## src/hw/idps_params.svh

```systemverilog
// offsets, field positions, reset values and timing for the injector sequencer
`ifndef IDPS_PARAMS_SVH
`define IDPS_PARAMS_SVH
`define IDPS_CLK_NS 4
`define IDPS_TICK_NS 1000
`define IDPS_MAX_CMD_MS 5
`define IDPS_MAX_CMD_TICKS (`IDPS_MAX_CMD_MS * 1000000 / `IDPS_TICK_NS)
`define IDPS_NCH 3
`define IDPS_NPH 8
`define IDPS_OFS_CTRL 8'h00
`define IDPS_OFS_STATUS 8'h04
`define IDPS_OFS_BOOST 8'h08
`define IDPS_OFS_RECOV 8'h0C
`define IDPS_OFS_SPLEN 8'h10
`define IDPS_OFS_CALLEN 8'h14
`define IDPS_OFS_CALPER 8'h18
`define IDPS_OFS_CALCNT 8'h1C
`define IDPS_OFS_TRNLEN 8'h20
`define IDPS_OFS_TRNGAP 8'h24
`define IDPS_OFS_TRNCNT 8'h28
`define IDPS_OFS_ANGREF 8'h2C
`define IDPS_OFS_ANGSTART 8'h30
`define IDPS_OFS_ANGSTEP 8'h34
`define IDPS_OFS_PHASE 8'h40
`define IDPS_B_ALLOW 0
`define IDPS_B_BOOST 1
`define IDPS_B_DRIVE 2
`define IDPS_B_CHON 3
`define IDPS_B_INV 6
`define IDPS_B_SRC 9
`define IDPS_B_CAP 11
`define IDPS_B_EARLY 12
`define IDPS_B_TRGFALL 13
`define IDPS_B_SPREQ 14
`define IDPS_B_SPTGT 15
`define IDPS_B_FLOOR 8
`define IDPS_B_PLEN 16
`define IDPS_B_HV 31
`define IDPS_RST_BOOST 8'h4B
`endif

```

## src/hw/idps_pkg.sv

```systemverilog
// types shared by the injector drive phase sequencer
package idps_pkg;
  typedef enum logic [1:0] {
    IDPS_SRC_DIRECT, IDPS_SRC_CAL, IDPS_SRC_TRAIN, IDPS_SRC_ANGLE
  } idps_src_t;
  typedef enum logic [1:0] {IDPS_PG_IDLE, IDPS_PG_PULSE, IDPS_PG_GAP} idps_pg_t;
  typedef enum logic [1:0] {IDPS_SQ_IDLE, IDPS_SQ_DRIVE, IDPS_SQ_DISCH, IDPS_SQ_RECOV} idps_sq_t;
endpackage

```

## src/hw/idps_top.sv

```systemverilog
// injector drive phase sequencer: command sources, gating and phase table drive
`timescale 1ns/10ps
`include "idps_params.svh"
module idps_top
  import idps_pkg::*;
#(
  parameter int MAX_CMD_TICKS = `IDPS_MAX_CMD_TICKS
) (
  input wire logic CLK_SYS,
  input wire logic RESET_N,
  input wire logic PSEL,
  input wire logic PENABLE,
  input wire logic PWRITE,
  input wire logic [7:0] PADDR,
  input wire logic [31:0] PWDATA,
  output logic [31:0] PRDATA,
  output logic PREADY,
  output logic PSLVERR,
  input wire logic SLOT_OCCUPIED,
  input wire logic EXT_POWER_OK,
  input wire logic [2:0] DIRECT_IN,
  input wire logic TRIGGER_IN,
  input wire logic [15:0] CRANK_ANGLE,
  input wire logic [7:0] SENSE_CURRENT,
  output logic MODULE_DETECTED,
  output logic BOOST_EN,
  output logic [7:0] BOOST_SETPOINT,
  output logic [2:0] CH_SELECT,
  output logic HV_ON,
  output logic LV_ON,
  output logic DISCHARGE_ON,
  output logic RECOVER_ON
);
  localparam int TICK_CYCLES = `IDPS_TICK_NS / `IDPS_CLK_NS;
  localparam int NCH = `IDPS_NCH;
  localparam int NPH = `IDPS_NPH;

  logic allow_r, boost_on_r, drv_en_r, cap_r, early_r, trg_fall_r, sp_req_r;
  logic [2:0] chan_on_r, invert_r;
  idps_src_t src_r;
  logic [1:0] sp_tgt_r;
  logic [7:0] boost_set_r;
  logic [15:0] recov_len_r, sp_len_r, cal_len_r, cal_per_r, cal_rem_r;
  logic [15:0] trn_len_r, trn_gap_r, ang_ref_r, ang_start_r, ang_step_r;
  logic [3:0] trn_cnt_r;
  logic [7:0] ph_ceil_r [NPH];
  logic [7:0] ph_floor_r [NPH];
  logic [14:0] ph_len_r [NPH];
  logic [NPH-1:0] ph_hv_r;

  // external pins: two-stage synchronisers, stage one read by stage two only
  logic [5:0] pin_s1_r, pin_s2_r;
  logic trig_d_r, det_r;
  always_ff @(posedge CLK_SYS) begin
    if (!RESET_N) begin
      pin_s1_r <= 6'h00;
      pin_s2_r <= 6'h00;
      trig_d_r <= 1'b0;
    end else begin
      pin_s1_r <= {TRIGGER_IN, EXT_POWER_OK, SLOT_OCCUPIED, DIRECT_IN};
      pin_s2_r <= pin_s1_r;
      trig_d_r <= pin_s2_r[5];
    end
  end
  wire [2:0] din_s = pin_s2_r[2:0];
  wire trig_s = pin_s2_r[5];

  always_ff @(posedge CLK_SYS) begin
    if (!RESET_N) det_r <= 1'b0;
    else det_r <= allow_r & pin_s2_r[3] & pin_s2_r[4];
  end

  // microsecond timebase for all lengths
  logic [8:0] pre_r;
  logic tick;
  assign tick = (pre_r == 9'(TICK_CYCLES - 1));
  always_ff @(posedge CLK_SYS) begin
    if (!RESET_N) pre_r <= 9'h000;
    else if (tick) pre_r <= 9'h000;
    else pre_r <= pre_r + 9'h001;
  end

  // apb slave, no wait states
  wire wr = PSEL & PENABLE & PWRITE;
  wire setup = PSEL & ~PENABLE;
  wire ph_hit = (PADDR[7:5] == 3'b010) && (PADDR[1:0] == 2'b00);
  wire [2:0] ph_ix = PADDR[4:2];
  logic mapped;
  always_comb begin
    unique case (PADDR)
      `IDPS_OFS_CTRL, `IDPS_OFS_STATUS, `IDPS_OFS_BOOST, `IDPS_OFS_RECOV,
      `IDPS_OFS_SPLEN, `IDPS_OFS_CALLEN, `IDPS_OFS_CALPER, `IDPS_OFS_CALCNT,
      `IDPS_OFS_TRNLEN, `IDPS_OFS_TRNGAP, `IDPS_OFS_TRNCNT, `IDPS_OFS_ANGREF,
      `IDPS_OFS_ANGSTART, `IDPS_OFS_ANGSTEP: mapped = 1'b1;
      default: mapped = ph_hit;
    endcase
  end
  assign PREADY = 1'b1;
  assign PSLVERR = PSEL & PENABLE & ~mapped;

  logic sp_take;
  always_ff @(posedge CLK_SYS) begin
    if (!RESET_N) begin
      allow_r <= 1'b0;
      boost_on_r <= 1'b0;
      drv_en_r <= 1'b0;
      chan_on_r <= 3'h0;
      invert_r <= 3'h0;
      src_r <= IDPS_SRC_DIRECT;
      cap_r <= 1'b0;
      early_r <= 1'b0;
      trg_fall_r <= 1'b0;
      sp_tgt_r <= 2'h0;
      boost_set_r <= `IDPS_RST_BOOST;
      recov_len_r <= 16'h0000;
      sp_len_r <= 16'h0000;
      cal_len_r <= 16'h0000;
      cal_per_r <= 16'h0000;
      trn_len_r <= 16'h0000;
      trn_gap_r <= 16'h0000;
      trn_cnt_r <= 4'h0;
      ang_ref_r <= 16'h0000;
      ang_start_r <= 16'h0000;
      ang_step_r <= 16'h0000;
    end else if (wr) begin
      unique case (PADDR)
        `IDPS_OFS_CTRL: begin
          allow_r <= PWDATA[`IDPS_B_ALLOW];
          boost_on_r <= PWDATA[`IDPS_B_BOOST];
          drv_en_r <= PWDATA[`IDPS_B_DRIVE];
          chan_on_r <= PWDATA[`IDPS_B_CHON +: 3];
          invert_r <= PWDATA[`IDPS_B_INV +: 3];
          src_r <= idps_src_t'(PWDATA[`IDPS_B_SRC +: 2]);
          cap_r <= PWDATA[`IDPS_B_CAP];
          early_r <= PWDATA[`IDPS_B_EARLY];
          trg_fall_r <= PWDATA[`IDPS_B_TRGFALL];
          sp_tgt_r <= PWDATA[`IDPS_B_SPTGT +: 2];
        end
        `IDPS_OFS_BOOST: boost_set_r <= PWDATA[7:0];
        `IDPS_OFS_RECOV: recov_len_r <= PWDATA[15:0];
        `IDPS_OFS_SPLEN: sp_len_r <= PWDATA[15:0];
        `IDPS_OFS_CALLEN: cal_len_r <= PWDATA[15:0];
        `IDPS_OFS_CALPER: cal_per_r <= PWDATA[15:0];
        `IDPS_OFS_TRNLEN: trn_len_r <= PWDATA[15:0];
        `IDPS_OFS_TRNGAP: trn_gap_r <= PWDATA[15:0];
        `IDPS_OFS_TRNCNT: trn_cnt_r <= PWDATA[3:0];
        `IDPS_OFS_ANGREF: ang_ref_r <= PWDATA[15:0];
        `IDPS_OFS_ANGSTART: ang_start_r <= PWDATA[15:0];
        `IDPS_OFS_ANGSTEP: ang_step_r <= PWDATA[15:0];
        default: ;
      endcase
    end
  end

  // software write wins over the self-clear so a fresh request is never lost
  always_ff @(posedge CLK_SYS) begin
    if (!RESET_N) sp_req_r <= 1'b0;
    else if (wr && PADDR == `IDPS_OFS_CTRL) sp_req_r <= PWDATA[`IDPS_B_SPREQ];
    else if (sp_take) sp_req_r <= 1'b0;
  end

  genvar gi;
  generate
    for (gi = 0; gi < NPH; gi++) begin : g_ph
      always_ff @(posedge CLK_SYS) begin
        if (!RESET_N) begin
          ph_ceil_r[gi] <= 8'h00;
          ph_floor_r[gi] <= 8'h00;
          ph_len_r[gi] <= 15'h0000;
          ph_hv_r[gi] <= 1'b0;
        end else if (wr && ph_hit && ph_ix == 3'(gi)) begin
          ph_ceil_r[gi] <= PWDATA[7:0];
          ph_floor_r[gi] <= PWDATA[`IDPS_B_FLOOR +: 8];
          ph_len_r[gi] <= PWDATA[`IDPS_B_PLEN +: 15];
          ph_hv_r[gi] <= PWDATA[`IDPS_B_HV];
        end
      end
    end
  endgenerate

  // pulse engine shared by calibration, train, angle and single pulse
  idps_pg_t pg_st_r;
  logic [15:0] pg_tmr_r, pg_left_r, pg_len_r, pg_gap_r;
  logic [2:0] pg_ch_r;
  logic [15:0] ang_tgt_r, ang_prev_r;
  logic [3:0] ang_idx_r;
  logic launch;
  logic [15:0] l_len, l_gap, l_cnt;
  logic [2:0] l_ch;
  wire one_on = (chan_on_r == 3'b001) | (chan_on_r == 3'b010) | (chan_on_r == 3'b100);
  wire trig_edge = trg_fall_r ? (trig_d_r & ~trig_s) : (~trig_d_r & trig_s);
  wire ang_wrap = CRANK_ANGLE < ang_prev_r;
  wire pg_idle = (pg_st_r == IDPS_PG_IDLE);
  wire cal_fire = pg_idle && src_r == IDPS_SRC_CAL && cal_rem_r != 16'h0000 && one_on;
  wire ang_fire = pg_idle && src_r == IDPS_SRC_ANGLE && !ang_wrap
    && ang_idx_r < trn_cnt_r && CRANK_ANGLE == ang_tgt_r;

  always_comb begin
    sp_take = 1'b0;
    launch = 1'b0;
    l_len = trn_len_r;
    l_gap = 16'h0000;
    l_cnt = 16'h0001;
    l_ch = chan_on_r;
    if (sp_req_r && sp_tgt_r == 2'h0) begin
      sp_take = 1'b1;
    end else if (sp_req_r && pg_idle) begin
      sp_take = 1'b1;
      launch = 1'b1;
      l_len = sp_len_r;
      l_ch = 3'b001 << (sp_tgt_r - 2'h1);
    end else if (cal_fire) begin
      launch = 1'b1;
      l_len = cal_len_r;
      l_gap = (cal_per_r > cal_len_r) ? cal_per_r - cal_len_r : 16'h0000;
    end else if (pg_idle && src_r == IDPS_SRC_TRAIN && trig_edge && trn_cnt_r != 4'h0) begin
      launch = 1'b1;
      l_gap = trn_gap_r;
      l_cnt = {12'h000, trn_cnt_r};
    end else if (ang_fire) begin
      launch = 1'b1;
    end
  end

  always_ff @(posedge CLK_SYS) begin
    if (!RESET_N) cal_rem_r <= 16'h0000;
    else if (wr && PADDR == `IDPS_OFS_CALCNT) cal_rem_r <= PWDATA[15:0];
    else if (cal_fire && !sp_req_r) cal_rem_r <= cal_rem_r - 16'h0001;
  end

  // angle targets advance by addition, avoiding a multiplier
  always_ff @(posedge CLK_SYS) begin
    if (!RESET_N) begin
      ang_prev_r <= 16'h0000;
      ang_tgt_r <= 16'h0000;
      ang_idx_r <= 4'h0;
    end else begin
      ang_prev_r <= CRANK_ANGLE;
      if (ang_wrap) begin
        ang_tgt_r <= ang_ref_r + ang_start_r;
        ang_idx_r <= 4'h0;
      end else if (ang_fire && !sp_req_r) begin
        ang_tgt_r <= ang_tgt_r + ang_step_r;
        ang_idx_r <= ang_idx_r + 4'h1;
      end
    end
  end

  always_ff @(posedge CLK_SYS) begin
    if (!RESET_N) begin
      pg_st_r <= IDPS_PG_IDLE;
      pg_tmr_r <= 16'h0000;
      pg_left_r <= 16'h0000;
      pg_len_r <= 16'h0000;
      pg_gap_r <= 16'h0000;
      pg_ch_r <= 3'h0;
    end else begin
      unique case (pg_st_r)
        IDPS_PG_IDLE: if (launch) begin
          pg_st_r <= IDPS_PG_PULSE;
          pg_tmr_r <= l_len;
          pg_len_r <= l_len;
          pg_gap_r <= l_gap;
          pg_left_r <= l_cnt;
          pg_ch_r <= l_ch;
        end
        IDPS_PG_PULSE: if (tick) begin
          if (pg_tmr_r != 16'h0000) pg_tmr_r <= pg_tmr_r - 16'h0001;
          else if (pg_gap_r != 16'h0000) begin
            pg_st_r <= IDPS_PG_GAP;
            pg_tmr_r <= pg_gap_r;
          end else if (pg_left_r > 16'h0001) begin
            pg_tmr_r <= pg_len_r;
            pg_left_r <= pg_left_r - 16'h0001;
          end else pg_st_r <= IDPS_PG_IDLE;
        end
        IDPS_PG_GAP: if (tick) begin
          if (pg_tmr_r != 16'h0000) pg_tmr_r <= pg_tmr_r - 16'h0001;
          else if (pg_left_r > 16'h0001) begin
            pg_st_r <= IDPS_PG_PULSE;
            pg_tmr_r <= pg_len_r;
            pg_left_r <= pg_left_r - 16'h0001;
          end else pg_st_r <= IDPS_PG_IDLE;
        end
        default: pg_st_r <= IDPS_PG_IDLE;
      endcase
    end
  end

  // command gating and the 5 ms ceiling
  wire [2:0] din_act = din_s ^ invert_r;
  wire din_multi = (din_act[0] & din_act[1]) | (din_act[0] & din_act[2])
    | (din_act[1] & din_act[2]);
  wire [2:0] dir_req = (src_r == IDPS_SRC_DIRECT && !din_multi) ? din_act : 3'h0;
  wire [2:0] pg_req = (pg_st_r == IDPS_PG_PULSE) ? pg_ch_r : 3'h0;
  wire en_ok = det_r & drv_en_r;
  wire [2:0] cmd_gate = (dir_req | pg_req) & chan_on_r & {NCH{en_ok}};
  logic [22:0] age_r;
  logic cut_r;
  always_ff @(posedge CLK_SYS) begin
    if (!RESET_N) begin
      age_r <= 23'h000000;
      cut_r <= 1'b0;
    end else if (cmd_gate == 3'h0) begin
      age_r <= 23'h000000;
      cut_r <= 1'b0;
    end else if (age_r >= 23'(MAX_CMD_TICKS)) cut_r <= 1'b1;
    else if (tick) age_r <= age_r + 23'h000001;
  end
  wire [2:0] cmd_eff = cut_r ? 3'h0 : cmd_gate;
  wire cmd_on = cmd_eff != 3'h0;

  // phase sequencer
  idps_sq_t sq_st_r;
  logic [2:0] ph_r, sq_ch_r;
  logic [15:0] tmr_r;
  logic sw_on_r;
  wire [2:0] last_ph = cap_r ? 3'd3 : 3'd7;
  wire [15:0] cur_len = {1'b0, ph_len_r[ph_r]};
  wire len_done = cur_len != 16'h0000 && tmr_r + 16'h0001 >= cur_len;
  wire peak = ph_r == 3'd0 && early_r && !cap_r && SENSE_CURRENT >= ph_ceil_r[0];
  logic adv;
  always_ff @(posedge CLK_SYS) begin
    if (!RESET_N) begin
      sq_st_r <= IDPS_SQ_IDLE;
      ph_r <= 3'd0;
      tmr_r <= 16'h0000;
      sq_ch_r <= 3'h0;
    end else begin
      unique case (sq_st_r)
        IDPS_SQ_IDLE, IDPS_SQ_RECOV: begin
          if (cmd_on) begin
            sq_st_r <= IDPS_SQ_DRIVE;
            ph_r <= 3'd0;
            tmr_r <= 16'h0000;
            sq_ch_r <= cmd_eff;
          end else if (sq_st_r == IDPS_SQ_RECOV && tick) begin
            if (tmr_r + 16'h0001 >= recov_len_r) sq_st_r <= IDPS_SQ_IDLE;
            else tmr_r <= tmr_r + 16'h0001;
          end
        end
        IDPS_SQ_DRIVE: begin
          tmr_r <= 16'h0000;
          if (!cmd_on) begin
            if (cap_r) begin
              sq_st_r <= IDPS_SQ_DISCH;
              ph_r <= 3'd4;
            end else if (recov_len_r != 16'h0000) sq_st_r <= IDPS_SQ_RECOV;
            else sq_st_r <= IDPS_SQ_IDLE;
          end else if (peak) ph_r <= 3'd1;
          else if (tick && len_done && ph_r != last_ph) ph_r <= ph_r + 3'd1;
          else if (tick && !len_done) tmr_r <= tmr_r + 16'h0001;
          else tmr_r <= tmr_r;
        end
        IDPS_SQ_DISCH: if (tick) begin
          // zero length skips the phase, nothing left to hold for
          if (len_done || cur_len == 16'h0000) begin
            tmr_r <= 16'h0000;
            if (ph_r == 3'd7) sq_st_r <= IDPS_SQ_IDLE;
            else ph_r <= ph_r + 3'd1;
          end else tmr_r <= tmr_r + 16'h0001;
        end
      endcase
    end
  end

  // hysteretic regulation, restarting drive when a command starts from idle or recovery
  assign adv = (sq_st_r == IDPS_SQ_IDLE || sq_st_r == IDPS_SQ_RECOV) && cmd_on;
  always_ff @(posedge CLK_SYS) begin
    if (!RESET_N) sw_on_r <= 1'b0;
    else if (adv) sw_on_r <= 1'b1;
    else if (SENSE_CURRENT >= ph_ceil_r[ph_r]) sw_on_r <= 1'b0;
    else if (SENSE_CURRENT <= ph_floor_r[ph_r]) sw_on_r <= 1'b1;
  end

  wire drv = sq_st_r == IDPS_SQ_DRIVE && sw_on_r && cmd_on && en_ok;
  wire hv_sel = cap_r | ph_hv_r[ph_r];
  always_ff @(posedge CLK_SYS) begin
    if (!RESET_N) begin
      CH_SELECT <= 3'h0;
      HV_ON <= 1'b0;
      LV_ON <= 1'b0;
      DISCHARGE_ON <= 1'b0;
      RECOVER_ON <= 1'b0;
      BOOST_EN <= 1'b0;
      BOOST_SETPOINT <= `IDPS_RST_BOOST;
      MODULE_DETECTED <= 1'b0;
    end else begin
      CH_SELECT <= (sq_st_r != IDPS_SQ_IDLE && en_ok) ? sq_ch_r : 3'h0;
      HV_ON <= drv & hv_sel;
      LV_ON <= drv & ~hv_sel;
      DISCHARGE_ON <= sq_st_r == IDPS_SQ_DISCH && sw_on_r && en_ok;
      RECOVER_ON <= sq_st_r == IDPS_SQ_RECOV && en_ok;
      BOOST_EN <= boost_on_r & det_r;
      BOOST_SETPOINT <= boost_set_r;
      MODULE_DETECTED <= det_r;
    end
  end

  // read data captured in setup so it is stable through the access phase
  logic [31:0] rd;
  always_comb begin
    rd = 32'h00000000;
    if (ph_hit) rd = {ph_hv_r[ph_ix], ph_len_r[ph_ix], ph_floor_r[ph_ix], ph_ceil_r[ph_ix]};
    else begin
      unique case (PADDR)
        `IDPS_OFS_CTRL: rd = {15'h0000, sp_tgt_r, sp_req_r, trg_fall_r, early_r, cap_r,
          src_r, invert_r, chan_on_r, drv_en_r, boost_on_r, allow_r};
        `IDPS_OFS_STATUS: rd = {21'h00000, din_multi, cut_r, sq_st_r, ph_r, CH_SELECT,
          MODULE_DETECTED};
        `IDPS_OFS_BOOST: rd = {24'h000000, boost_set_r};
        `IDPS_OFS_RECOV: rd = {16'h0000, recov_len_r};
        `IDPS_OFS_SPLEN: rd = {16'h0000, sp_len_r};
        `IDPS_OFS_CALLEN: rd = {16'h0000, cal_len_r};
        `IDPS_OFS_CALPER: rd = {16'h0000, cal_per_r};
        `IDPS_OFS_CALCNT: rd = {16'h0000, cal_rem_r};
        `IDPS_OFS_TRNLEN: rd = {16'h0000, trn_len_r};
        `IDPS_OFS_TRNGAP: rd = {16'h0000, trn_gap_r};
        `IDPS_OFS_TRNCNT: rd = {28'h0000000, trn_cnt_r};
        `IDPS_OFS_ANGREF: rd = {16'h0000, ang_ref_r};
        `IDPS_OFS_ANGSTART: rd = {16'h0000, ang_start_r};
        `IDPS_OFS_ANGSTEP: rd = {16'h0000, ang_step_r};
        default: rd = 32'h00000000;
      endcase
    end
  end
  always_ff @(posedge CLK_SYS) begin
    if (!RESET_N) PRDATA <= 32'h00000000;
    else if (setup) PRDATA <= rd;
  end
endmodule // idps_top

```

## config.mk

```make
export PLATFORM = sky130hd
export DESIGN_NAME = idps_top
export DESIGN_NICKNAME = d
export VERILOG_FILES = /design/src/hw/idps_pkg.sv /design/src/hw/idps_top.sv
export VERILOG_INCLUDE_DIRS = /design/src /design/src/hw
export SDC_FILE = /design/constraint.sdc
export NUM_CORES = 2
export LEC_CHECK = 0
export BUFFER_PORTS_ARGS = -buffer_cell sky130_fd_sc_hd__buf_4
export CAP_MARGIN = 20
export CORE_MARGIN = 4
export CORE_UTILIZATION = 50
export DETAILED_ROUTE_END_ITERATION = 10
export GPL_TIMING_DRIVEN = 1
export PLACE_DENSITY_LB_ADDON = 0.08
export SKIP_CTS_REPAIR_TIMING = 1
export SLEW_MARGIN = 20
export SYNTH_ARGS = -nofsm -noshare
export SYNTH_HDL_FRONTEND = slang
export SYNTH_SLANG_ARGS = --single-unit
```

## constraint.sdc

```tcl
create_clock -name CLK_SYS -period 9.6 [get_ports CLK_SYS]
set_clock_uncertainty 0.1 [all_clocks]
set_input_delay 0.48 -clock CLK_SYS [delete_from_list [all_inputs] [get_ports CLK_SYS]]
set_output_delay 0.48 -clock CLK_SYS [all_outputs]
set_load 0.1 [all_outputs]
```

==> impl_metrics.tcl <==
set metrics [dict create \
    run_status "finished with violations" \
    failed_checks "negative hold slack" \
    startpoint_type "flop" \
    final_critical_path_setup_slack_ps 4757 \
    root_buf_cell "clkbuf_16" \
    tritoncts.num_buffers 76 \
    worst_ir_drop_vdd_uv 164.5 \
    vias_per_cell 6.290 \
    synth-main-ff-cell "dfxtp_1" \
    total_leakage_power_nw 14.82 \
    antenna_found_initial 4 \
    post_synth.cell_area_avg_sq_um 9.756 \
    initialDrtViolationCount 3385 \
    post-place-cells 4593 \
    synth_fp_nets 3914 \
    drv_cap 0 \
    yosysUniqueCellTypes 89 \
    synth_top_area_share_pct 23.66 \
    setup_repair_after_global_routing_missed_its_margin "false" \
    dp_hpwl_mm 88.95 \
    detail_route.wirelength_mm 127.8 \
    clock.fmax_mhz 206.5 \
    io-pin-count 126 \
    final.period_utilization_pct 50.45 \
    area.sequential_sq_mm 0.01598 \
    dp_worst_setup_slack_ps 4757 \
    cts_tree "done" \
    multi_input_area_sq_mm 0.01892 \
    placedInstanceArea_sq_mm 0.03790 \
    critPathArrivalTime_ps 5300 \
    ctsLongestPathBuffers 3 \
    syn2layout_area_growth_pct 12.24 \
    globalRouteOverflowTotal 0 \
    floorplan.initialDensity_pct 50.43 \
    grt_pass1_wl_mm 188.1 \
    numClockSinks 674 \
    detail_route.first_pass.iterations 6 \
    synth_area_leaders "dfxtp_1 (24%), edfxtp_1 (21%), mux4_2 (8.0%)" \
    timing.final.hold_violations 2 \
    stdcell_area_sq_mm 0.04046 \
    avgRoutedWirePerCell_um 26.93 \
    nFillCells 6170 \
    utilization_pct 56.60 \
    rows 98 \
    port-buffer-count 124 \
    slew_violations 0 \
    synth-edff-count 248 \
    timing.critical_path.to_type "flop" \
    slew_headroom_pct 20.12 \
    syn-instance-count 3695 \
    final-setup-viol-count 0 \
    die_area_sq_mm 0.07646 \
    h_tree_level_count 3 \
    netlist.top_cell.by_area "dfxtp_1" \
    post-layout-total-power_mw 6.524 \
    syn_area_sq_mm 0.03605 \
    globalRouteTotalUtil_pct 32.35 \
    fin_worst_hold_slack_ps -15.33 \
    slew_worst_pin_ps 1194 \
    clock_latency_ps 640 \
    cts.reportedPaths.clkPinSlew_ps 60 \
    post_route_cells_drive_above_1_share_pct 13.37 \
    cp.required_ps 10050 \
    layout.nets 3946 \
    post_layout_instance_count_excluding_filler_cells 4745 \
    fin_tns_setup_ps 0 \
    synth.yosys.seq_area_share_pct 44.32 \
    async_reset_ff_share_pct 0 \
    drc 0 \
    synth_warnings 0 \
    crit_fanout 46 \
    min_path_type "input port to flop" \
    hold_start "CRANK_ANGLE[0]" \
    post_route_antenna_net_violation_count 0 \
    synth_seq_cells 674 \
    fp.dieH_um 276.5 \
    first_global_vias 28720 \
    number_of_vias_in_the_routed_layout 29850 \
    globalplace.congestion 1.034 \
    p_per_area_mw_per_mm2 161.2 \
    die-width_um 276.5 \
    crit_type "flop to flop" \
    floorplan.core_area_sq_mm 0.07149 \
    largest_net_degree_at_the_start_of_global_routing 122 \
    final_period_minus_worst_setup_slack_ps 4843 \
]
==> cells in the mapped netlist, types with 8 or more instances <==
master and count:
o2bb2ai_1 20, nand3_1 64, nand4_1 21, xnor2_1 56, a22o_1 29, and3_1 36, a21oi_1 318, a221oi_1 22
buf_2 11, a2bb2oi_1 14, nand2_1 478, a222oi_1 9, clkbuf_1 204, nand2b_1 22, a21o_1 31, a311oi_1 8
or2_2 11, o21a_1 11, nor3_1 62, o22ai_1 17, o21ai_0 121, or3_1 18, nor2_1 251, edfxtp_1 248
mux2_2 14, dfxtp_1 426, ha_1 141, o31ai_1 8, nor4_1 49, buf_1 14, o21bai_1 13, a31oi_1 25
inv_1 115, mux2i_1 98, o211ai_1 16, a22oi_1 52, mux4_2 128, a211oi_1 24, and2_1 299, nor2b_1 17
xor2_1 60
==> flip-flops by register name, indices dropped and copies added, names as in the netlist, 23 cells and up, named ones only <==
name / flops
PRDATA: 32
ph_len_r: 120
ph_floor_r: 64
age_r: 23
ph_ceil_r: 64
==> cell families after synthesis <==
family                     after synthesis  share of synthesized area, %
and+or+nand+nor                       1360                         18.30
other                                    1                       0.01040
AOI/OAI and AO/OA                      809                         14.55
DFF                                    674                         44.32
xor gates and xnor gates               116                         2.818
adders and majority gates              144                         5.061
muxes                                  240                         11.16
buffers and inverters                  351                         3.787
==> where the power goes <==
part / total, mW / switching, mW / internal, mW
sequential: 3.08 / 0.0535 / 3.03
combinational: 0.519 / 0.341 / 0.178
clock: 2.92 / 1.22 / 1.70
total: 6.52 / 1.61 / 4.91
==> path summary, 6_finish.rpt <==
kind / to / slack, ps / cells past startpoint
hold reg to reg: pin_s2_r[0] / 340 / 1
setup / recovery: tmr_r[2] / 4760 / 13
hold / removal: ang_prev_r[0] / -20 / 2
setup reg to reg: tmr_r[2] / 4760 / 13
==> layer usage <==
metal | up-vias | wire (um) | track usage, %
li1 | 13430 | - | -
met1 | 14640 | 51510 | 43.61
met2 | 1488 | 58170 | 51.56
met3 | 287 | 12080 | 6.502
met4 | 0 | 6002 | 12.82
met5 | - | 0 | 0
==> layout make-up <==
cell class	count	area share, %
multi-input cells	2670	46.77
flip-flops and latches	674	39.50
clock buffers	106	5.393
repair buffers	188	3.525
well taps	950	2.938
inverters	117	1.104
clock inverters	36	0.7453
diodes	4	0.02474
==> layout by cell type (no fill, tap or decap), drive strengths merged, types with 13 or more instances in the layout <==
cell and instances:
a211oi 24, a21o 31, a21oi 318, a221oi 22, a22o 29, a22oi 52
a2bb2oi 14, a31oi 25, and2 300, and3 36, buf 182, clkbuf 106
clkinv 26, dfxtp 426, edfxtp 248, ha 141, inv 121, mux2 14
mux2i 98, mux4 128, nand2 478, nand2b 22, nand3 64, nand4 21
nor2 252, nor2b 17, nor3 62, nor4 50, o211ai 16, o21ai 125
o21bai 13, o22ai 17, o2bb2ai 26, or2 13, or3 18, xnor2 56
xor2 60
==> worst max-delay path, stage by stage (launching register included) <==
cell       delay (ps)
dfxtp_4           630
buf_4             680
mux4_2            610
nand2_1            90
nand2_1           110
ha_1              290
nor3b_1           180
o21ai_0           120
a211oi_1          250
o211ai_1          230
or3_1             400
a31o_1            360
or2_1             470
o2bb2ai_2         220
Power figures use the tool's default switching activity.
